File: src/pmi_pkg.sv
// constants, field layout and state type for the power module command slave
// assumes a single clock domain; shared by the slave and its edge helper
package pmi_pkg;

   // ---------------------------------------------------------------
   // command word layout
   // ---------------------------------------------------------------
   localparam int PMI_CMD_W = 16;
   localparam int PMI_VAL_W = 10;
   localparam int PMI_RD_BIT = 15;
   localparam int PMI_SEL_HI = 14;
   localparam int PMI_SEL_LO = 10;
   localparam int PMI_PAY_HI = 9;
   localparam int PMI_PAY_LO = 0;
   localparam int PMI_BYTE_W = 8;

   // ---------------------------------------------------------------
   // register select codes
   // ---------------------------------------------------------------
   localparam logic [4:0] PMI_SEL_TYPE_ID = 5'h00;
   localparam logic [4:0] PMI_SEL_SERIAL = 5'h01;
   localparam logic [4:0] PMI_SEL_CODE_VER = 5'h02;
   localparam logic [4:0] PMI_SEL_REVISION = 5'h03;
   localparam logic [4:0] PMI_SEL_TARGET_ID = 5'h04;
   localparam logic [4:0] PMI_SEL_OVERVOLT = 5'h05;
   localparam logic [4:0] PMI_SEL_VOLT_SET = 5'h06;
   localparam logic [4:0] PMI_SEL_CUR_LIM = 5'h07;
   localparam logic [4:0] PMI_SEL_TEMP = 5'h08;
   localparam logic [4:0] PMI_SEL_OUT_VOLT = 5'h09;
   localparam logic [4:0] PMI_SEL_CURR = 5'h0a;
   localparam logic [4:0] PMI_SEL_RESTART = 5'h0f;
   localparam logic [4:0] PMI_SEL_PROT_ON = 5'h10;
   localparam logic [4:0] PMI_SEL_PROT_OFF = 5'h11;

   // ---------------------------------------------------------------
   // bus constants and values after reset
   // ---------------------------------------------------------------
   localparam logic [6:0] PMI_BCAST_LAST = 7'h01;
   localparam logic [7:0] PMI_IDLE_BYTE = 8'hff;
   localparam logic [2:0] PMI_BIT_LAST = 3'h7;
   localparam logic [7:0] PMI_BYTE_MAX = 8'hff;
   localparam int PMI_STR_LEN_DEF = 8;
   localparam logic [9:0] PMI_TARGET_RST = 10'h020;
   localparam logic [9:0] PMI_SETTING_RST = 10'h000;
   localparam logic [7:0] PMI_ID_RST = 8'h00;
   localparam logic PMI_PROTECT_RST = 1'b1;

   typedef enum logic [2:0] {
      ST_IDLE,
      ST_ADDR,
      ST_RX,
      ST_ACK,
      ST_TX,
      ST_MACK
   } pmi_state_t;

endpackage

File: src/pmi_cmd_slave.sv
// two-wire command slave of a power module: decodes 16-bit command words,
// stores settings and answers reads with upper/lower bytes or byte strings
// assumes scl_i and sda_i are synchronous to ref_clk and much slower than it
//
// Operation
// - command is 16 bits, upper byte first
// - payload sits in command bits 9 to 0
// - 8-bit values use payload bits 7 to 0
// - register select lies in bits 14 to 10
// - select bit zero writes payload to register
// - select bit one returns register on next read
// - fixed select codes for each register
// - identity writes are production only; protect on and off commands are taken whatever the protect state
// - write: start, address, two bytes, stop
// - acknowledge address and every received byte
// - two-byte read sends upper then lower byte
// - string read sends every byte of item
// - broadcast addresses 0 and 1 are write only
`timescale 1ns/1ps
module pmi_cmd_slave
#(
   parameter int STR_LEN = pmi_pkg::PMI_STR_LEN_DEF,
   parameter logic [pmi_pkg::PMI_VAL_W-1:0] TARGET_RST = pmi_pkg::PMI_TARGET_RST
)
(
   input wire logic ref_clk,
   input wire logic rst,
   input wire logic scl_i,
   input wire logic sda_i,
   output logic sda_o,
   output logic sda_oe,
   output logic [pmi_pkg::PMI_VAL_W-1:0] bus_target_id,
   output logic [pmi_pkg::PMI_VAL_W-1:0] overvolt_trip_setting,
   output logic [pmi_pkg::PMI_VAL_W-1:0] output_volt_setting,
   output logic [pmi_pkg::PMI_VAL_W-1:0] current_limit_setting,
   input wire logic [pmi_pkg::PMI_VAL_W-1:0] temperature_reading,
   input wire logic [pmi_pkg::PMI_VAL_W-1:0] output_volt_reading,
   input wire logic [pmi_pkg::PMI_VAL_W-1:0] current_reading,
   output logic soft_restart,
   output logic protect_on
);
   import pmi_pkg::*;

   localparam int MEM_N = 4 * STR_LEN;
   localparam int IW = $clog2(MEM_N);

   // ---------------------------------------------------------------
   // line sampling and bus conditions
   // ---------------------------------------------------------------
   logic scl_q;
   logic scl_rise;
   logic scl_fall;
   logic sda_rise;
   logic sda_fall;
   logic start_det;
   logic stop_det;

   pmi_edge u_scl_edge
   (
      .ref_clk(ref_clk),
      .rst(rst),
      .line_i(scl_i),
      .prev_q(scl_q),
      .rise(scl_rise),
      .fall(scl_fall)
   );

   pmi_edge u_sda_edge
   (
      .ref_clk(ref_clk),
      .rst(rst),
      .line_i(sda_i),
      .prev_q(),
      .rise(sda_rise),
      .fall(sda_fall)
   );

   // data may only move while the clock is low, so an sda edge under a
   // steady high clock marks start or stop
   assign start_det = sda_fall & scl_q & scl_i;
   assign stop_det = sda_rise & scl_q & scl_i;

   // ---------------------------------------------------------------
   // state
   // ---------------------------------------------------------------
   pmi_state_t state_q;
   logic [2:0] bit_cnt_q;
   logic [7:0] shreg_q;
   logic [7:0] tx_q;
   logic [7:0] byte_cnt_q;
   logic rw_q;
   logic pend_q;
   logic sda_oe_q;
   logic [7:0] cmd_hi_q;
   logic [PMI_CMD_W-1:0] cmd_word_q;
   logic cmd_stb_q;
   logic [7:0] dat_q;
   logic [7:0] dat_idx_q;
   logic dat_stb_q;

   logic [PMI_VAL_W-1:0] target_q;
   logic [PMI_VAL_W-1:0] overvolt_q;
   logic [PMI_VAL_W-1:0] volt_set_q;
   logic [PMI_VAL_W-1:0] cur_lim_q;
   logic restart_q;
   logic protect_q;
   logic [4:0] rd_sel_q;
   logic [1:0] id_item_q;
   logic id_wen_q;
   logic [7:0] id_mem_q [MEM_N];

   logic [7:0] rx_byte;
   logic bcast;
   logic own;
   logic addr_ok;
   logic [7:0] tx_byte;
   logic [PMI_VAL_W-1:0] rd_val;
   logic [IW-1:0] rd_idx;
   logic [IW-1:0] wr_idx;
   logic [4:0] cmd_sel;
   logic [PMI_VAL_W-1:0] cmd_pay;

   assign rx_byte = {shreg_q[6:0], sda_i};
   // broadcast reads would have every module drive at once
   assign bcast = rx_byte[7:1] <= PMI_BCAST_LAST;
   assign own = rx_byte[7:1] == target_q[6:0];
   assign addr_ok = (own | bcast) & ~(bcast & rx_byte[0]);

   assign cmd_sel = cmd_word_q[PMI_SEL_HI:PMI_SEL_LO];
   assign cmd_pay = cmd_word_q[PMI_PAY_HI:PMI_PAY_LO];

   // ---------------------------------------------------------------
   // bus sequencer
   // ---------------------------------------------------------------
   always_ff @(posedge ref_clk or posedge rst)
   begin
      if (rst)
      begin
         state_q <= ST_IDLE;
         bit_cnt_q <= 3'h0;
         shreg_q <= 8'h00;
         tx_q <= 8'h00;
         byte_cnt_q <= 8'h00;
         rw_q <= 1'b0;
         pend_q <= 1'b0;
         sda_oe_q <= 1'b0;
         cmd_hi_q <= 8'h00;
         cmd_word_q <= 16'h0000;
         cmd_stb_q <= 1'b0;
         dat_q <= 8'h00;
         dat_idx_q <= 8'h00;
         dat_stb_q <= 1'b0;
      end
      else
      begin
         cmd_stb_q <= 1'b0;
         dat_stb_q <= 1'b0;
         if (start_det)
         begin
            state_q <= ST_ADDR;
            bit_cnt_q <= 3'h0;
            byte_cnt_q <= 8'h00;
            pend_q <= 1'b0;
            sda_oe_q <= 1'b0;
         end
         else if (stop_det)
         begin
            state_q <= ST_IDLE;
            pend_q <= 1'b0;
            sda_oe_q <= 1'b0;
         end
         else
         begin
            case (state_q)
               ST_IDLE:
               begin
                  sda_oe_q <= 1'b0;
               end
               ST_ADDR:
               begin
                  if (scl_rise)
                  begin
                     shreg_q <= rx_byte;
                     bit_cnt_q <= bit_cnt_q + 3'h1;
                     if (bit_cnt_q == PMI_BIT_LAST)
                     begin
                        if (addr_ok)
                        begin
                           pend_q <= 1'b1;
                           rw_q <= rx_byte[0];
                        end
                        else
                        begin
                           state_q <= ST_IDLE;
                        end
                     end
                  end
                  else if (scl_fall && pend_q)
                  begin
                     pend_q <= 1'b0;
                     sda_oe_q <= 1'b1;
                     state_q <= ST_ACK;
                  end
               end
               ST_RX:
               begin
                  if (scl_rise)
                  begin
                     shreg_q <= rx_byte;
                     bit_cnt_q <= bit_cnt_q + 3'h1;
                     if (bit_cnt_q == PMI_BIT_LAST)
                     begin
                        pend_q <= 1'b1;
                        if (byte_cnt_q != PMI_BYTE_MAX)
                        begin
                           byte_cnt_q <= byte_cnt_q + 8'h01;
                        end
                        if (byte_cnt_q == 8'h00)
                        begin
                           cmd_hi_q <= rx_byte;
                        end
                        else if (byte_cnt_q == 8'h01)
                        begin
                           cmd_word_q <= {cmd_hi_q, rx_byte};
                           cmd_stb_q <= 1'b1;
                        end
                        else
                        begin
                           dat_q <= rx_byte;
                           dat_idx_q <= byte_cnt_q - 8'h01;
                           dat_stb_q <= 1'b1;
                        end
                     end
                  end
                  else if (scl_fall && pend_q)
                  begin
                     pend_q <= 1'b0;
                     sda_oe_q <= 1'b1;
                     state_q <= ST_ACK;
                  end
               end
               ST_ACK:
               begin
                  if (scl_fall)
                  begin
                     bit_cnt_q <= 3'h0;
                     if (rw_q)
                     begin
                        tx_q <= tx_byte;
                        sda_oe_q <= ~tx_byte[7];
                        state_q <= ST_TX;
                     end
                     else
                     begin
                        sda_oe_q <= 1'b0;
                        state_q <= ST_RX;
                     end
                  end
               end
               ST_TX:
               begin
                  if (scl_rise)
                  begin
                     bit_cnt_q <= bit_cnt_q + 3'h1;
                     if (bit_cnt_q == PMI_BIT_LAST)
                     begin
                        pend_q <= 1'b1;
                     end
                  end
                  else if (scl_fall)
                  begin
                     if (pend_q)
                     begin
                        pend_q <= 1'b0;
                        sda_oe_q <= 1'b0;
                        state_q <= ST_MACK;
                        if (byte_cnt_q != PMI_BYTE_MAX)
                        begin
                           byte_cnt_q <= byte_cnt_q + 8'h01;
                        end
                     end
                     else
                     begin
                        tx_q <= {tx_q[6:0], 1'b0};
                        sda_oe_q <= ~tx_q[6];
                     end
                  end
               end
               ST_MACK:
               begin
                  if (scl_rise)
                  begin
                     if (sda_i)
                     begin
                        state_q <= ST_IDLE;
                     end
                     else
                     begin
                        pend_q <= 1'b1;
                     end
                  end
                  else if (scl_fall && pend_q)
                  begin
                     pend_q <= 1'b0;
                     bit_cnt_q <= 3'h0;
                     tx_q <= tx_byte;
                     sda_oe_q <= ~tx_byte[7];
                     state_q <= ST_TX;
                  end
               end
               default:
               begin
                  state_q <= ST_IDLE;
                  sda_oe_q <= 1'b0;
               end
            endcase
         end
      end
   end

   // ---------------------------------------------------------------
   // command execution
   // ---------------------------------------------------------------
   always_ff @(posedge ref_clk or posedge rst)
   begin
      if (rst)
      begin
         target_q <= TARGET_RST;
         overvolt_q <= PMI_SETTING_RST;
         volt_set_q <= PMI_SETTING_RST;
         cur_lim_q <= PMI_SETTING_RST;
         restart_q <= 1'b0;
         protect_q <= PMI_PROTECT_RST;
         rd_sel_q <= PMI_SEL_TYPE_ID;
         id_item_q <= 2'h0;
         id_wen_q <= 1'b0;
      end
      else
      begin
         restart_q <= 1'b0;
         if (cmd_stb_q)
         begin
            id_wen_q <= 1'b0;
            if (cmd_word_q[PMI_RD_BIT])
            begin
               rd_sel_q <= cmd_sel;
            end
            else
            begin
               case (cmd_sel)
                  PMI_SEL_TYPE_ID, PMI_SEL_SERIAL, PMI_SEL_CODE_VER, PMI_SEL_REVISION:
                  begin
                     id_item_q <= cmd_sel[1:0];
                     id_wen_q <= ~protect_q;
                  end
                  PMI_SEL_TARGET_ID:
                  begin
                     target_q <= cmd_pay;
                  end
                  PMI_SEL_OVERVOLT:
                  begin
                     overvolt_q <= cmd_pay;
                  end
                  PMI_SEL_VOLT_SET:
                  begin
                     volt_set_q <= cmd_pay;
                  end
                  PMI_SEL_CUR_LIM:
                  begin
                     cur_lim_q <= cmd_pay;
                  end
                  PMI_SEL_RESTART:
                  begin
                     restart_q <= 1'b1;
                  end
                  PMI_SEL_PROT_ON:
                  begin
                     protect_q <= 1'b1;
                  end
                  PMI_SEL_PROT_OFF:
                  begin
                     protect_q <= 1'b0;
                  end
                  default:
                  begin
                     id_wen_q <= 1'b0;
                  end
               endcase
            end
         end
      end
   end

   // ---------------------------------------------------------------
   // identity text storage
   // ---------------------------------------------------------------
   // byte 0 of an item rides in the payload, later bytes follow the command
   assign wr_idx = IW'(int'(id_item_q) * STR_LEN + int'(dat_idx_q));

   always_ff @(posedge ref_clk or posedge rst)
   begin
      if (rst)
      begin
         for (int i = 0; i < MEM_N; i++)
         begin
            id_mem_q[i] <= PMI_ID_RST;
         end
      end
      else
      begin
         if (cmd_stb_q && !cmd_word_q[PMI_RD_BIT] && !protect_q
             && cmd_sel <= PMI_SEL_REVISION)
         begin
            id_mem_q[IW'(int'(cmd_sel[1:0]) * STR_LEN)] <= cmd_pay[7:0];
         end
         else if (dat_stb_q && id_wen_q && int'(dat_idx_q) < STR_LEN)
         begin
            id_mem_q[wr_idx] <= dat_q;
         end
      end
   end

   // ---------------------------------------------------------------
   // read data selection
   // ---------------------------------------------------------------
   assign rd_idx = IW'(int'(rd_sel_q[1:0]) * STR_LEN + int'(byte_cnt_q));

   always_comb
   begin
      case (rd_sel_q)
         PMI_SEL_TARGET_ID: rd_val = target_q;
         PMI_SEL_OVERVOLT: rd_val = overvolt_q;
         PMI_SEL_VOLT_SET: rd_val = volt_set_q;
         PMI_SEL_CUR_LIM: rd_val = cur_lim_q;
         PMI_SEL_TEMP: rd_val = temperature_reading;
         PMI_SEL_OUT_VOLT: rd_val = output_volt_reading;
         PMI_SEL_CURR: rd_val = current_reading;
         default: rd_val = PMI_SETTING_RST;
      endcase
   end

   // bytes past the end of an answer read as released bus
   always_comb
   begin
      tx_byte = PMI_IDLE_BYTE;
      if (rd_sel_q <= PMI_SEL_REVISION)
      begin
         if (int'(byte_cnt_q) < STR_LEN)
         begin
            tx_byte = id_mem_q[rd_idx];
         end
      end
      else if (byte_cnt_q == 8'h00)
      begin
         tx_byte = {6'h00, rd_val[9:8]};
      end
      else if (byte_cnt_q == 8'h01)
      begin
         tx_byte = rd_val[7:0];
      end
   end

   // ---------------------------------------------------------------
   // outputs
   // ---------------------------------------------------------------
   always_ff @(posedge ref_clk or posedge rst)
   begin
      if (rst)
      begin
         sda_o <= 1'b0;
      end
      else
      begin
         sda_o <= 1'b0;
      end
   end

   assign sda_oe = sda_oe_q;
   assign bus_target_id = target_q;
   assign overvolt_trip_setting = overvolt_q;
   assign output_volt_setting = volt_set_q;
   assign current_limit_setting = cur_lim_q;
   assign soft_restart = restart_q;
   assign protect_on = protect_q;
endmodule

File: src/pmi_edge.sv
// sample register and edge strobes for one synchronous bus line
// assumes the line is already synchronous to ref_clk
`timescale 1ns/1ps
module pmi_edge
(
   input wire logic ref_clk,
   input wire logic rst,
   input wire logic line_i,
   output logic prev_q,
   output logic rise,
   output logic fall
);
   import pmi_pkg::*;

   // released bus idles high, so reset to high avoids a false edge
   always_ff @(posedge ref_clk or posedge rst)
   begin
      if (rst)
      begin
         prev_q <= 1'b1;
      end
      else
      begin
         prev_q <= line_i;
      end
   end

   assign rise = line_i & ~prev_q;
   assign fall = ~line_i & prev_q;
endmodule

File: config.mk
export PLATFORM = sky130hd
export DESIGN_NAME = pmi_cmd_slave
export DESIGN_NICKNAME = d
export VERILOG_FILES = /design/src/pmi_pkg.sv /design/src/pmi_cmd_slave.sv /design/src/pmi_edge.sv
export SDC_FILE = /design/constraint.sdc
export NUM_CORES = 1
export LEC_CHECK = 0
export ABC_CLOCK_PERIOD_IN_PS = 28300
export BUFFER_PORTS_ARGS = -buffer_cell sky130_fd_sc_hd__buf_2
export CORE_ASPECT_RATIO = 1.1
export CORE_MARGIN = 2
export CORE_UTILIZATION = 55
export DETAILED_ROUTE_END_ITERATION = 12
export MAX_ROUTING_LAYER = met4
export PLACE_DENSITY_LB_ADDON = 0.08
export SLEW_MARGIN = 20
export SYNTH_ARGS = -nofsm -noshare
export SYNTH_HDL_FRONTEND = slang
export SYNTH_SLANG_ARGS = --single-unit
File: constraint.sdc
create_clock -name ref_clk -period 28.3 [get_ports ref_clk]
set_input_delay 1.415 -clock ref_clk [delete_from_list [all_inputs] [get_ports ref_clk]]
set_output_delay 1.415 -clock ref_clk [all_outputs]
set_load 0.02 [all_outputs]
==> flow_summary.json <==
{
  "ys_types": 76,
  "cts.repair.resized": 0,
  "clockBufferDepth": 3,
  "min_period_ns": 3.701,
  "dp.cells": 1954,
  "path_clk_slew_ns": 0.06,
  "async_reset_ff_share_pct": 100.0,
  "synthCells": 1527,
  "relSlewSlack_pct": 30.07,
  "cpPeakStageDelay_ns": 0.81,
  "fmax_mhz": 270.2,
  "synth_warnings": 0,
  "nNetsFinal": 1603,
  "grt_pass1_vias": 12794,
  "ant_nets": 0,
  "power.density_nw_per_um2": 60.58,
  "core_sq_um": 34110,
  "synth_edf_count": 0,
  "grtUsageMet3_pct": 4.010,
  "avgSynthCellArea_sq_um": 12.44,
  "cts_hold_buffers": 0,
  "stdcell_count": 2027,
  "die_h_um": 198.9,
  "final.fill_count": 2717,
  "worstPathCellList": "ha_4 > buf_4 > mux4_2 > mux2_2 > o22ai_1 > nor3_1 > nand2_1 > o211ai_1",
  "wire_per_inst_um": 24.29,
  "path_class": "flop to flop",
  "fin_ws_ns": 24.60,
  "synth-seq-cells": 381,
  "die_area_sq_um": 36030,
  "cts_setup_buffers": 0,
  "irDropWorstVdd_uv": 49.94,
  "status": "complete, no violations",
  "grt_use_total_pct": 28.65,
  "worst_pin_slew_ns": 1.048,
  "gr-max-usage-layer": "met2",
  "grt_pass1_wl_um": 76590,
  "gr-total-overflow": 0,
  "rsz0062_at_grt": "no",
  "firstDrtPassIters": 5,
  "start_util_pct": 55.67,
  "vias": 12724,
  "pin_count": 78,
  "worstSetupEndpointType": "flop",
  "dp_hpwl_um": 33480,
  "numClockSinks": 381,
  "p_leak_uw": 0.01002,
  "total_power_uw": 1270,
  "worstSkewPairLatency_ns": 0.55,
  "globalplace.congestion": 0.8782,
  "rows": 71,
  "vias_per_cell": 6.277,
  "portBuffers": 76,
  "met1_usage_pct": 36.91,
  "setup_violations": 0,
  "syn-num-nets": 1571,
  "die_w_um": 181.2,
  "drt_iter0_drc": 876,
  "cp_max_fo": 48,
  "cp-start-kind": "flop",
  "hold_class": "flop to flop",
  "finalClockSkew_ns": 0.01315,
  "area.growth.synth_to_final_pct": 10.38,
  "netlist_area_sq_um": 18990,
  "antenna_found_initial": 0,
  "drcViolationCount": 0,
  "r2r_cells": 8,
  "finalSetupTns_ns": 0,
  "period_share_pct": 13.08,
  "synth_ff_type": "dfrtp_1",
  "htree_levels": 2,
  "maxCapViolCount": 0,
  "drive_gt1_share_pct": 33.04,
  "grt_max_degree": 119,
  "min_path_cells": 2,
  "layout_commonest_cell": "dfrtp_1",
  "cpMaxStageDelayCell": "ha_4",
  "grtUsageMet2_pct": 46.29,
  "cp_data_arrival_time_ns": 4.11,
  "numCtsBuffers": 41,
  "cts_tree": "built",
  "required_ns": 28.71,
  "hold_viol_final": 0,
  "slew_viol_final": 0,
  "seq_area_frac_synth_pct": 50.23,
  "final_cell_mix": "dfrtp_1, mux2_2, nand2_1",
  "dp_slack_ns": 24.32,
  "root_buffer": "clkbuf_16",
  "wl_um": 49230,
  "diodes": 0
}
## logic make-up after synthesis
| group | share of synthesized area (%) |
|---|---|
| buf+inv | 2.787 |
| xor+xnor | 1.225 |
| compound gates | 8.381 |
| simple gates | 10.51 |
| flops | 50.23 |
| mux | 26.19 |
| other cells | 0.01975 |
| fa+ha+maj | 0.6588 |
## registers in the layout, indices dropped and copies added (netlist names), 8 cells and up
name	flops
dat_idx_q	8
id_mem_q	256
cmd_word_q	16
byte_cnt_q	8
overvolt_trip_setting	10
cmd_hi_q	8
output_volt_setting	10
bus_target_id	10
dat_q	8
current_limit_setting	10
## worst paths after layout
| kind | start | endpoint | slack [ns] |
|---|---|---|---|
| max reg2reg | byte_cnt_q[3] | tx_q[6] | 24.60 |
| min reg2reg | cmd_hi_q[7] | cmd_word_q[15] | 0.47 |
| max | byte_cnt_q[3] | tx_q[6] | 24.60 |
| min in group asynchronous | rst | id_mem_q[244] | 1.02 |
| min | cmd_hi_q[7] | cmd_word_q[15] | 0.47 |
| max in group asynchronous | rst | dat_q[5] | 24.94 |
## area by class of cell
class / count / area, sq um / share of cell area, %
flip-flops and latches: 381 / 9545 / 45.54
multi-input cells: 1020 / 8942 / 42.66
clock buffers: 66 / 1272 / 6.070
well taps: 438 / 548.0 / 2.614
repair buffers: 91 / 493.0 / 2.352
inverters: 24 / 97.59 / 0.4656
clock inverters: 7 / 63.81 / 0.3044
## synthesized netlist by cell type (6+ instances only)
cell type	instances	area [sq um]
nor2b_1	18	112.6
nand4_1	10	62.56
a21oi_1	45	225.2
buf_1	13	48.80
ha_1	10	125.1
a22o_1	10	87.58
o21ai_0	47	235.2
nor3_1	23	115.1
nand2b_1	11	68.82
a21o_1	9	67.56
buf_2	20	100.1
nor2_8	8	160.2
nor2_2	14	87.58
mux2_4	72	1081
nor2_1	48	180.2
or3_1	8	50.05
a22oi_1	62	465.5
nand2_1	116	435.4
mux4_2	28	630.6
o221ai_1	8	70.07
mux2_1	17	191.4
mux2i_1	75	750.7
nand3_1	26	130.1
nor3_2	6	60.06
a211oi_1	8	60.06
xnor2_1	13	113.9
clkbuf_1	65	244.0
nand3b_1	9	67.56
inv_1	24	90.09
and3_1	8	50.05
mux2_2	206	2320
dfrtp_1	377	9434
xor2_1	11	96.34
## power by group
group	internal, uW	switching (uW)
clock network	316	217
registers	550	19.1
logic	59.8	108
## metrics by stage
| step | hold slack, ns | utilization (%) | cell area, sq um |
|---|---|---|---|
| after floorplan | 0.4419 | - | 18990 |
| after CTS | 0.4751 | 61.44 | 20960 |
| after global placement | 0.4591 | 57.52 | 19620 |
| final | 0.4709 | 61.45 | 20960 |
| after detailed placement | 0.4618 | 57.52 | 19620 |
| after global routing | 0.5018 | 61.45 | 20960 |
## per-layer routing
layer / vias to the layer above / share of wire, %
met3: 122 / 5.2
met4: 0 / 3.8
met1: 6560 / 43
met5: - / 0
met2: 415 / 48
li1: 5627 / -
## worst max-delay path: cells and delay by family (launching register included)
family / cells / cell delay (ns)
buffers and inverters: 1 / 0.77
DFF: 1 / 0.55
adders and majority gates: 1 / 0.81
AOI/OAI and AO/OA: 2 / 0.45
and+or+nand+nor: 2 / 0.27
muxes: 2 / 0.69
Note: power is estimated with default switching activity, not from simulation.
